**src/plp_pkg.sv**
```systemverilog
// Shared constants, register map, state and pin types of the protection FSM.
package plp_pkg;

  // ---------------------------------------------------------------------
  // Clock and timing
  // ---------------------------------------------------------------------
  localparam longint unsigned CLK_HZ           = 125_000_000;
  localparam longint unsigned HEALTH_PERIOD_MIN = 4;
  localparam longint unsigned HEALTH_CYCLES    =
    HEALTH_PERIOD_MIN * 64'd60 * CLK_HZ;
  localparam longint unsigned SS_SETTLE_US     = 1000;
  localparam longint unsigned SS_CYCLES        =
    (SS_SETTLE_US * CLK_HZ + 64'd999_999) / 64'd1_000_000;

  // ---------------------------------------------------------------------
  // Register map
  // ---------------------------------------------------------------------
  localparam logic [7:0] ADDR_STATE   = 8'h00;
  localparam logic [7:0] ADDR_FAULT   = 8'h01;
  localparam logic [7:0] ADDR_MASK    = 8'h02;
  localparam logic [7:0] ADDR_CONTROL = 8'h06;

  localparam int CTL_POWER_OFF_BIT = 0;
  localparam int CTL_HEALTH_BIT    = 1;
  localparam int CTL_ISO_EN_BIT    = 2;
  localparam int CTL_HIGH_LSB      = 4;
  localparam int CTL_HIGH_MSB      = 6;

  localparam logic [2:0] HIGH_LEVEL_OFF   = 3'h0;
  localparam logic [2:0] DEFAULT_CODE_IDX = 3'h7;
  localparam logic [7:0] MASK_RESET       = 8'h00;

  // Fault status bit positions.
  localparam int FLT_SENSE_LOW  = 0;
  localparam int FLT_SENSE_HIGH = 1;
  localparam int FLT_INPUT_OV   = 2;
  localparam int FLT_SWITCH_OC  = 3;
  localparam int FLT_DROP       = 4;
  localparam int FLT_HOT        = 5;
  localparam int FLT_NOT_READY  = 6;
  localparam int FLT_SUPPLEMENT = 7;

  // ---------------------------------------------------------------------
  // Types
  // ---------------------------------------------------------------------
  typedef enum logic [2:0] {
    undervoltage_hold_state,
    soft_start,
    normal,
    health_check,
    supplement,
    supplement_disable,
    shutdown
  } state_e;

  typedef struct packed {
    logic power_present;
    logic enable;
    logic storage_path_enable;
    logic sense_above_low;
    logic sense_above_high;
    logic input_ov;
    logic switch_oc;
    logic drop_over_300mv;
    logic in_out_under_200mv;
    logic out_iso_under_200mv;
    logic temp_over_145;
    logic temp_over_155;
    logic ref_valid;
    logic boot_ok;
    logic comp_ok;
    logic storage_charged;
    logic storage_depleted;
    logic health_done;
  } pins_s;

  typedef struct packed {
    logic [2:0] high_level;
    logic       iso_enable;
    logic       health_trigger;
    logic       power_off;
  } control_s;

endpackage : plp_pkg

```
**src/plp_fsm.sv**
```systemverilog
// Operating state machine, function gating and fault reporting.
`timescale 1ns/1ps

module plp_fsm #(
  parameter logic [35:0] HEALTH_CYCLES = 36'(plp_pkg::HEALTH_CYCLES),
  parameter logic [16:0] SS_CYCLES     = 17'(plp_pkg::SS_CYCLES)
) (
  // Clock and reset
  input  wire logic         clk,
  input  wire logic         rst,
  // Asynchronous pins and comparator results
  input  plp_pkg::pins_s    pins,
  // Register access from the serial front end
  input  wire logic [7:0]   reg_addr,
  input  wire logic         reg_wr,
  input  wire logic [7:0]   reg_wdata,
  input  wire logic         reg_rd,
  output logic      [7:0]   reg_rdata,
  // Function enables
  output logic              input_switch_on,
  output logic              isolation_switch,
  output logic              boost_on,
  output logic              buck_on,
  output logic              ref_on,
  output logic              health_check_active,
  output logic      [2:0]   input_sense_high_level,
  // Indicators
  output logic              storage_good,
  output logic              output_good,
  output logic              loss_warning,
  output logic              fault_notify_n,
  output logic              fault_notify_oe_n
);

  // -----------------------------------------------------------------------
  // Input synchronisation
  // -----------------------------------------------------------------------
  plp_pkg::pins_s sync;

  pin_sync #(.WIDTH($bits(plp_pkg::pins_s))) u_sync (
    .clk     (clk),
    .rst     (rst),
    .raw     (pins),
    .settled (sync)
  );

  // -----------------------------------------------------------------------
  // Fault classification
  // -----------------------------------------------------------------------
  logic       high_fault, supp_fault, ready_ok;
  logic [7:0] raw_status;
  plp_pkg::state_e state_q, state_d;
  plp_pkg::control_s ctrl_q, ctrl_d;

  assign high_fault = sync.sense_above_high &&
                      (ctrl_q.high_level != plp_pkg::HIGH_LEVEL_OFF);
  assign supp_fault = !sync.sense_above_low || high_fault || sync.input_ov ||
                      sync.switch_oc || sync.drop_over_300mv || !sync.enable;
  assign ready_ok = sync.out_iso_under_200mv && !sync.temp_over_145 &&
                    sync.ref_valid && sync.boot_ok && sync.comp_ok;

  always_comb begin
    raw_status = '0;
    raw_status[plp_pkg::FLT_SENSE_LOW]  = !sync.sense_above_low;
    raw_status[plp_pkg::FLT_SENSE_HIGH] = high_fault;
    raw_status[plp_pkg::FLT_INPUT_OV]   = sync.input_ov;
    raw_status[plp_pkg::FLT_SWITCH_OC]  = sync.switch_oc;
    raw_status[plp_pkg::FLT_DROP]       = sync.drop_over_300mv;
    raw_status[plp_pkg::FLT_HOT]        = sync.temp_over_145;
    raw_status[plp_pkg::FLT_NOT_READY]  = !ready_ok;
    raw_status[plp_pkg::FLT_SUPPLEMENT] = (state_q == plp_pkg::supplement);
  end

  // -----------------------------------------------------------------------
  // Register file
  // -----------------------------------------------------------------------
  logic [7:0] mask_q, mask_d, latch_q, latch_d, prev_q, rdata_d, event_v;
  logic       wr_ctl, hc_done;

  assign wr_ctl  = reg_wr && (reg_addr == plp_pkg::ADDR_CONTROL);
  assign hc_done = (state_q == plp_pkg::health_check) &&
                   (state_d == plp_pkg::normal);
  assign event_v = (raw_status ^ prev_q) & ~mask_q;

  always_comb begin
    ctrl_d = ctrl_q;
    mask_d = mask_q;
    // Self-clearing bits fall first so a write in the same cycle wins.
    if (state_q == plp_pkg::undervoltage_hold_state) begin
      ctrl_d.power_off = 1'b0;
    end
    if (hc_done) begin
      ctrl_d.health_trigger = 1'b0;
    end
    if (wr_ctl) begin
      ctrl_d.power_off      = reg_wdata[plp_pkg::CTL_POWER_OFF_BIT];
      ctrl_d.health_trigger = reg_wdata[plp_pkg::CTL_HEALTH_BIT] ||
                              ctrl_d.health_trigger;
      ctrl_d.iso_enable     = reg_wdata[plp_pkg::CTL_ISO_EN_BIT];
      ctrl_d.high_level     =
        reg_wdata[plp_pkg::CTL_HIGH_MSB:plp_pkg::CTL_HIGH_LSB];
    end else if (reg_wr && (reg_addr == plp_pkg::ADDR_MASK)) begin
      mask_d = reg_wdata;
    end
    // Reading keeps bits whose fault is still present and unmasked; new events win.
    latch_d = latch_q | event_v;
    if (reg_rd && (reg_addr == plp_pkg::ADDR_FAULT)) begin
      latch_d = (latch_q & raw_status & ~mask_q) | event_v;
    end
    if (reg_addr == plp_pkg::ADDR_STATE) begin
      rdata_d = {5'h00, state_q};
    end else if (reg_addr == plp_pkg::ADDR_FAULT) begin
      rdata_d = latch_q;
    end else if (reg_addr == plp_pkg::ADDR_MASK) begin
      rdata_d = mask_q;
    end else if (reg_addr == plp_pkg::ADDR_CONTROL) begin
      rdata_d = {1'b0, ctrl_q.high_level, 1'b0, ctrl_q.iso_enable,
                 ctrl_q.health_trigger, ctrl_q.power_off};
    end else begin
      rdata_d = 8'h00;
    end
    if (!reg_rd) begin
      rdata_d = reg_rdata;
    end
  end

  always_ff @(posedge clk) begin
    if (rst) begin
      ctrl_q    <= '{high_level: plp_pkg::DEFAULT_CODE_IDX, default: 1'b0};
      mask_q    <= plp_pkg::MASK_RESET;
      latch_q   <= 8'h00;
      prev_q    <= 8'h00;
      reg_rdata <= 8'h00;
    end else begin
      ctrl_q    <= ctrl_d;
      mask_q    <= mask_d;
      latch_q   <= latch_d;
      prev_q    <= raw_status;
      reg_rdata <= rdata_d;
    end
  end

  // -----------------------------------------------------------------------
  // Timers and state machine
  // -----------------------------------------------------------------------
  logic [35:0] hc_cnt_q, hc_cnt_d;
  logic [16:0] ss_cnt_q, ss_cnt_d;
  logic        pass_q, pass_d;

  always_comb begin
    state_d  = state_q;
    pass_d   = pass_q;
    hc_cnt_d = hc_cnt_q;
    ss_cnt_d = 17'h00000;
    case (state_q)
      plp_pkg::undervoltage_hold_state: begin
        if (sync.power_present && sync.enable && sync.sense_above_low &&
            !ctrl_q.power_off) begin
          state_d = plp_pkg::soft_start;
        end
      end
      plp_pkg::soft_start: begin
        if (sync.in_out_under_200mv) begin
          ss_cnt_d = ss_cnt_q + 17'h00001;
        end
        if (supp_fault) begin
          state_d = plp_pkg::undervoltage_hold_state;
        end else if (sync.in_out_under_200mv && ss_cnt_q >= SS_CYCLES) begin
          state_d = plp_pkg::normal;
          pass_d  = 1'b1;
        end
      end
      plp_pkg::normal, plp_pkg::health_check: begin
        hc_cnt_d = hc_cnt_q + 36'h000000001;
        if (supp_fault) begin
          state_d = plp_pkg::supplement;
        end else if (!ready_ok || pass_q) begin
          state_d = plp_pkg::supplement_disable;
          pass_d  = 1'b0;
        end else if (state_q == plp_pkg::health_check) begin
          hc_cnt_d = 36'h000000000;
          if (sync.health_done) begin
            state_d = plp_pkg::normal;
          end
        end else if (hc_cnt_q >= HEALTH_CYCLES - 36'h000000001 ||
                     ctrl_q.health_trigger) begin
          state_d  = plp_pkg::health_check;
          hc_cnt_d = 36'h000000000;
        end
      end
      plp_pkg::supplement: begin
        if (sync.storage_depleted) begin
          state_d = plp_pkg::undervoltage_hold_state;
        end
      end
      plp_pkg::supplement_disable: begin
        // Input faults cannot reach supplement here; only enable loss, power loss
        // or the power-off bit drop the device back to the hold state.
        if (!sync.enable || !sync.power_present) begin
          state_d = plp_pkg::undervoltage_hold_state;
        end else if (sync.storage_charged && ready_ok &&
                     sync.storage_path_enable) begin
          state_d = plp_pkg::normal;
        end
      end
      plp_pkg::shutdown: begin
        if (!sync.temp_over_155 && !sync.switch_oc) begin
          state_d = plp_pkg::soft_start;
        end
      end
      default: state_d = plp_pkg::undervoltage_hold_state;
    endcase
    if (ctrl_q.power_off && state_q != plp_pkg::shutdown) begin
      state_d = plp_pkg::undervoltage_hold_state;
    end
    if (sync.temp_over_155) begin
      state_d = plp_pkg::shutdown;
    end
  end

  always_ff @(posedge clk) begin
    if (rst) begin
      state_q  <= plp_pkg::undervoltage_hold_state;
      pass_q   <= 1'b0;
      hc_cnt_q <= 36'h000000000;
      ss_cnt_q <= 17'h00000;
    end else begin
      state_q  <= state_d;
      pass_q   <= pass_d;
      hc_cnt_q <= hc_cnt_d;
      ss_cnt_q <= ss_cnt_d;
    end
  end

  // -----------------------------------------------------------------------
  // Function gating and indicators
  // -----------------------------------------------------------------------
  logic sw_d, iso_d, boost_d, buck_d, ref_d, hca_d, sg_d, og_d, lw_d;
  logic run_d;

  always_comb begin
    run_d   = (state_d == plp_pkg::normal) ||
              (state_d == plp_pkg::health_check);
    sw_d    = (run_d || state_d == plp_pkg::soft_start ||
               state_d == plp_pkg::supplement_disable) &&
              sync.enable && sync.sense_above_low;
    boost_d = run_d && sync.storage_path_enable;
    buck_d  = (state_d == plp_pkg::supplement) &&
              sync.storage_path_enable;
    if (state_d == plp_pkg::supplement_disable) begin
      iso_d = sync.storage_path_enable || ctrl_q.iso_enable;
    end else begin
      iso_d = (run_d || state_d == plp_pkg::supplement) &&
              sync.storage_path_enable;
    end
    ref_d   = (state_d != plp_pkg::undervoltage_hold_state) &&
              (state_d != plp_pkg::shutdown);
    hca_d   = (state_d == plp_pkg::health_check);
    sg_d    = run_d && !pass_d;
    og_d    = (state_d != plp_pkg::undervoltage_hold_state) &&
              (state_d != plp_pkg::shutdown) &&
              (state_d != plp_pkg::soft_start);
    lw_d    = og_d && (state_d != plp_pkg::supplement);
  end

  always_ff @(posedge clk) begin
    if (rst) begin
      input_switch_on        <= 1'b0;
      isolation_switch       <= 1'b0;
      boost_on               <= 1'b0;
      buck_on                <= 1'b0;
      ref_on                 <= 1'b0;
      health_check_active    <= 1'b0;
      input_sense_high_level <= plp_pkg::DEFAULT_CODE_IDX;
      storage_good           <= 1'b0;
      output_good            <= 1'b0;
      loss_warning           <= 1'b0;
      fault_notify_n         <= 1'b0;
      fault_notify_oe_n      <= 1'b1;
    end else begin
      input_switch_on        <= sw_d;
      isolation_switch       <= iso_d;
      boost_on               <= boost_d;
      buck_on                <= buck_d;
      ref_on                 <= ref_d;
      health_check_active    <= hca_d;
      input_sense_high_level <= ctrl_d.high_level;
      storage_good           <= sg_d;
      output_good            <= og_d;
      loss_warning           <= lw_d;
      fault_notify_n         <= 1'b0;
      fault_notify_oe_n      <= (latch_d == 8'h00);
    end
  end
endmodule : plp_fsm

```
**src/pin_sync.sv**
```systemverilog
// Three-stage synchroniser for a group of asynchronous inputs.
`timescale 1ns/1ps
module pin_sync #(
  parameter int WIDTH = 1
) (
  // Clock and reset
  input  wire logic             clk,
  input  wire logic             rst,
  // Raw and settled levels
  input  wire logic [WIDTH-1:0] raw,
  output logic      [WIDTH-1:0] settled
);

  logic [WIDTH-1:0] s1_q, s2_q, s3_q, out_q;
  logic [WIDTH-1:0] out_d;

  // A bit only moves once the second and third stages agree, which
  // rejects a single-cycle glitch escaping the first stage.
  always_comb begin
    for (int i = 0; i < WIDTH; i++) begin
      out_d[i] = (s2_q[i] == s3_q[i]) ? s3_q[i] : out_q[i];
    end
  end

  always_ff @(posedge clk) begin
    if (rst) begin
      s1_q  <= '0;
      s2_q  <= '0;
      s3_q  <= '0;
      out_q <= '0;
    end else begin
      s1_q  <= raw;
      s2_q  <= s1_q;
      s3_q  <= s2_q;
      out_q <= out_d;
    end
  end

  assign settled = out_q;

endmodule : pin_sync

```
**config.mk**
```make
export PLATFORM = sky130hd
export DESIGN_NAME = plp_fsm
export DESIGN_NICKNAME = d
export VERILOG_FILES = /design/src/plp_pkg.sv /design/src/plp_fsm.sv /design/src/pin_sync.sv
export SDC_FILE = /design/constraint.sdc
export NUM_CORES = 1
export LEC_CHECK = 0
export ABC_AREA = 1
export BUFFER_PORTS_ARGS = -buffer_cell sky130_fd_sc_hd__buf_2
export CAP_MARGIN = 20
export CORE_MARGIN = 2
export CORE_UTILIZATION = 28
export DETAILED_ROUTE_END_ITERATION = 12
export PLACE_DENSITY = 0.43
export SETUP_SLACK_MARGIN = 0.5
export SYNTH_ARGS = -nofsm -noshare
export SYNTH_HDL_FRONTEND = slang
export SYNTH_SLANG_ARGS = --single-unit
```
**constraint.sdc**
```tcl
create_clock -name clk -period 2.8 [get_ports clk]
set_clock_uncertainty 0.15 [all_clocks]
set_input_delay 0.14 -clock clk [delete_from_list [all_inputs] [get_ports clk]]
set_output_delay 0.14 -clock clk [all_outputs]
set_load 0.01 [all_outputs]
```
==> results by group <==
Critical path
  – Crit path depth: 11
  – Crit-path max cell delay: 360 ps
  – CP Cell Sequence: ha_1 -> nand2_1 -> nor2_1 -> nand2_2 -> nor3_2 -> nand2_1 -> inv_1 -> nand4_1 -> or3_1 -> o21ai_0 -> nor2_1
  – Crit path kind: flip-flop to flip-flop
  – Crit path max-delay cell type: dfxtp_1
  – Critical path capture point type: flip-flop
  – Setup crit start kind: flip-flop
  – Worst reg-to-reg setup slack: about 650 ps
  – Reg2Reg Depth: 11
  – Crit path DAT: approximately 2300 ps
  – CP Max Fanout: 4
  – Reg2reg start: hc_cnt_q[1]
  – CP required: approximately 3000 ps
  – CP delay by family, top: simple AND/OR/NAND/NOR gates
  – Worst Path Buf+Inv: 1
  – R2r endpoint: hc_cnt_q[30]

Logic synthesis
  – Synthesized Nets: just over 1000
  – Post-synth top cells: nor2_1, dfxtp_1, inv_1, nand2_1, a21oi_1
  – Cell Area, Synth: 7270 um2
  – Area leader, netlist: dfxtp_1
  – Yosys warnings: 0
  – Leading post-synthesis cells by cell area: dfxtp_1, nor2_1, inv_1, nand2_1, a21oi_1
  – Top-area cell type share of the netlist area: 0.488
  – Mean Syn Cell Area: between 7 and 8 um2
  – Most numerous cell in the Yosys netlist: nor2_1
  – Share of synthesized flip-flops with an asynchronous set or reset: 0
  – Commonest register cell after synthesis: dfxtp_1
  – Synth cell types: 47
  – Register area share after synthesis: 0.488
  – Synth Instances: 984
  – EDFF count, synth: 0
  – #FFs+latches synth: roughly 180

Layout
  – Final std cell area, no fill: ~9100 um2
  – Layout Area Growth over Synthesis: 25.7%
  – Nets: 1135
  – Layout cells sized above 1: 0.153
  – Reg area: roughly 3600 um2
  – Diodes inserted: 0
  – Fillers: 2691
  – Area occupied by multi-input gates: between 3000 and 4000 um2

Power
  – Leak: about 3.7 nW
  – Combinational power share: 0.034
  – Sw frac: 0.258
  – Clock power share: 0.472
  – P_int: 3.87 mW
  – Sequential power share: 0.493
  – Net switching power: 1.35 mW
  – P per Cell Area: 571 nW/um2
  – Max VDD drop: around 0.33 mV

Clock network
  – Clk root buf: clkbuf_16
  – Clk buf depth: 2
  – CTS tree: built
  – Total CTS buffers: 17
  – Clock slew at reported path FFs: approximately 80 ps
  – Worst skew pair latency: 440 ps
  – Max H-tree Level: 4
  – CTS sink cnt: 177

Die
  – Core region area: between 20000 and 30000 um2
  – Initial Utilization: 0.287
  – Die area: about 27000 um2
  – Die H: approximately 170 um
  – Chip Width: approximately 170 um
  – IO Pins: 60
  – FP Rows: 58

Timing
  – Max-slew violation count: 0
  – RSZ-0062 raised after global routing: yes
  – Final Hold Vio Count: 0
  – Fmax: between 400 and 500 MHz
  – Setup TNS: 0 ps
  – Crit path time final: between 2000 and 2500 ps
  – Period utilization: 0.767
  – Final setup viols: 0

Drt
  – WL met2: around 8600 um
  – DRT iter0 DRCs: 374
  – # DRC: 0
  – Detailed-route via count: 6265
  – Final WL: 18300 um
  – DR WL/cell: 12.7 um
  – Met3 wire length: between 400 and 500 um
  – Uppermost layer routed: met4
  – Pre-antenna DRT Iters: 4
  – Detail Route Antenna Nets: 0
  – Post-DR vias/cell: 4.36
  – Wl on met1: about 9000 um

Global route
  – Largest net degree at the start of global routing: 42
  – GRT Resource Usage Total: 0.139
  – Initial antenna violation count: 0
  – First-pass GRT wire length: 29400 um
  – Vias in the first global route: slightly below 6000
  – GRT overflow: 0

Placement
  – Port Buffers: 58
  – Area post-placement: about 8000 um2
  – DPL Wire Length: approximately 13000 um
  – GPL Wtd Cong: around 0.8

Flow run
  – Max-Cap Viols: 0

Worst hold path
  – Hold Crit Class: primary input to flip-flop
  – Hold Startpoint: reg_addr[1]
  – Hold Crit Depth: 4
  – WHS Endpoint: reg_rdata[0]

Status
  – Status: completed
[metrics by stage]
step                power [mW]  cells  utilization  worst slack [ps]  hold WS [ps]
floorplan                 2.71    984            -               849          97.0
global placement          2.78   1364        0.315               284           194
detailed placement        2.78   1364        0.315               331           195
CTS                       5.31   1428        0.354               499          16.6
global route              5.43   1437        0.361               406          72.7
finish                    5.21   1437        0.361               652          34.2
[state kept, by name (all words and copies together), names as in the netlist, 3 cells and up]
register,flops
ss_cnt_q,17
reg_rdata,8
u_sync.s3_q,18
hc_cnt_q,36
prev_q,8
u_sync.settled,18
state_q,3
input_sense_high_level,3
ctrl_q,3
u_sync.s2_q,18
latch_q,8
mask_q,8
u_sync.s1_q,18
[worst min-delay path, cell delays in order]
cell and delay (ps):
buf_2 120, nor3_1 100, a21oi_1 130, a21oi_1 70
[metal layers]
| metal | GRT usage | up-vias |
|---|---|---|
| met5 | 0 | - |
| met4 | 0.0348 | 0 |
| met3 | 0.0315 | 12 |
| met2 | 0.231 | 75 |
| met1 | 0.181 | 2813 |
| li1 | - | 3365 |
[cells by family after synthesis]
kind of cell,synth area share
simple gates,0.255
buf+inv,0.107
flops,0.488
compound gates,0.128
xor+xnor,0.0157
fa+ha+maj,0.00517
other cells,0.000516
[cell usage in the layout (no fill, tap or decap), types with 5 or more instances in the layout]
cell and n:
a31oi_1 5, nand4_1 10, inv_2 7, nor2_2 7, o22ai_1 5, a211oi_1 14
nor3_1 29, nand2_2 7, nand3_2 6, nand3_1 28, nor3_2 6, inv_1 172
dfxtp_1 171, nor2_1 182, nand2_1 123, clkbuf_16 17, xor2_1 10, buf_4 26
buf_2 57, o211ai_1 5, dlygate4sd3_1 31, clkinv_8 7, nor4_1 10, dfxtp_2 6
o21ai_0 47, a21oi_1 66
[repair_timing]
item                                    CTS  global route
hold endpoints to repair                 50             0
endpoints found under the setup margin    9            29
buffers inserted                          1             9
pin swaps                                 1            10
gates resized for setup                   9            33
hold buffers                             31             0
[power groups by stage]
| stage | sequential, mW | combinational, mW | clock (mW) |
|---|---|---|---|
| 6_report | 2.57 | 0.179 | 2.46 |
| 5_1_grt | 2.58 | 0.203 | 2.65 |
| 4_1_cts | 2.57 | 0.182 | 2.55 |
| 3_5_place_dp | 2.63 | 0.149 | 0 |
| 3_3_place_gp | 2.63 | 0.148 | 0 |
| 2_1_floorplan | 2.63 | 0.0853 | 0 |
[layout make-up]
type / count / share of cell area
sequential: 177 / 0.389
inverter: 180 / 0.0742
multi-input combinational: 604 / 0.336
clock buffer: 17 / 0.0466
timing repair buffer: 114 / 0.0866
tap: 330 / 0.0452
clock inverter: 15 / 0.0223
[worst max path at each step]
| stage | start | end |
|---|---|---|
| finish | hc_cnt_q[1] | hc_cnt_q[30] |
| global route | hc_cnt_q[33] | input_switch_on |
| CTS | input_sense_high_level[2] | isolation_switch |
| detailed placement | u_sync.settled[7] | isolation_switch |
| global placement | u_sync.settled[7] | isolation_switch |
| floorplan | hc_cnt_q[0] | hc_cnt_q[30] |
(Power assumes the default switching activity.)
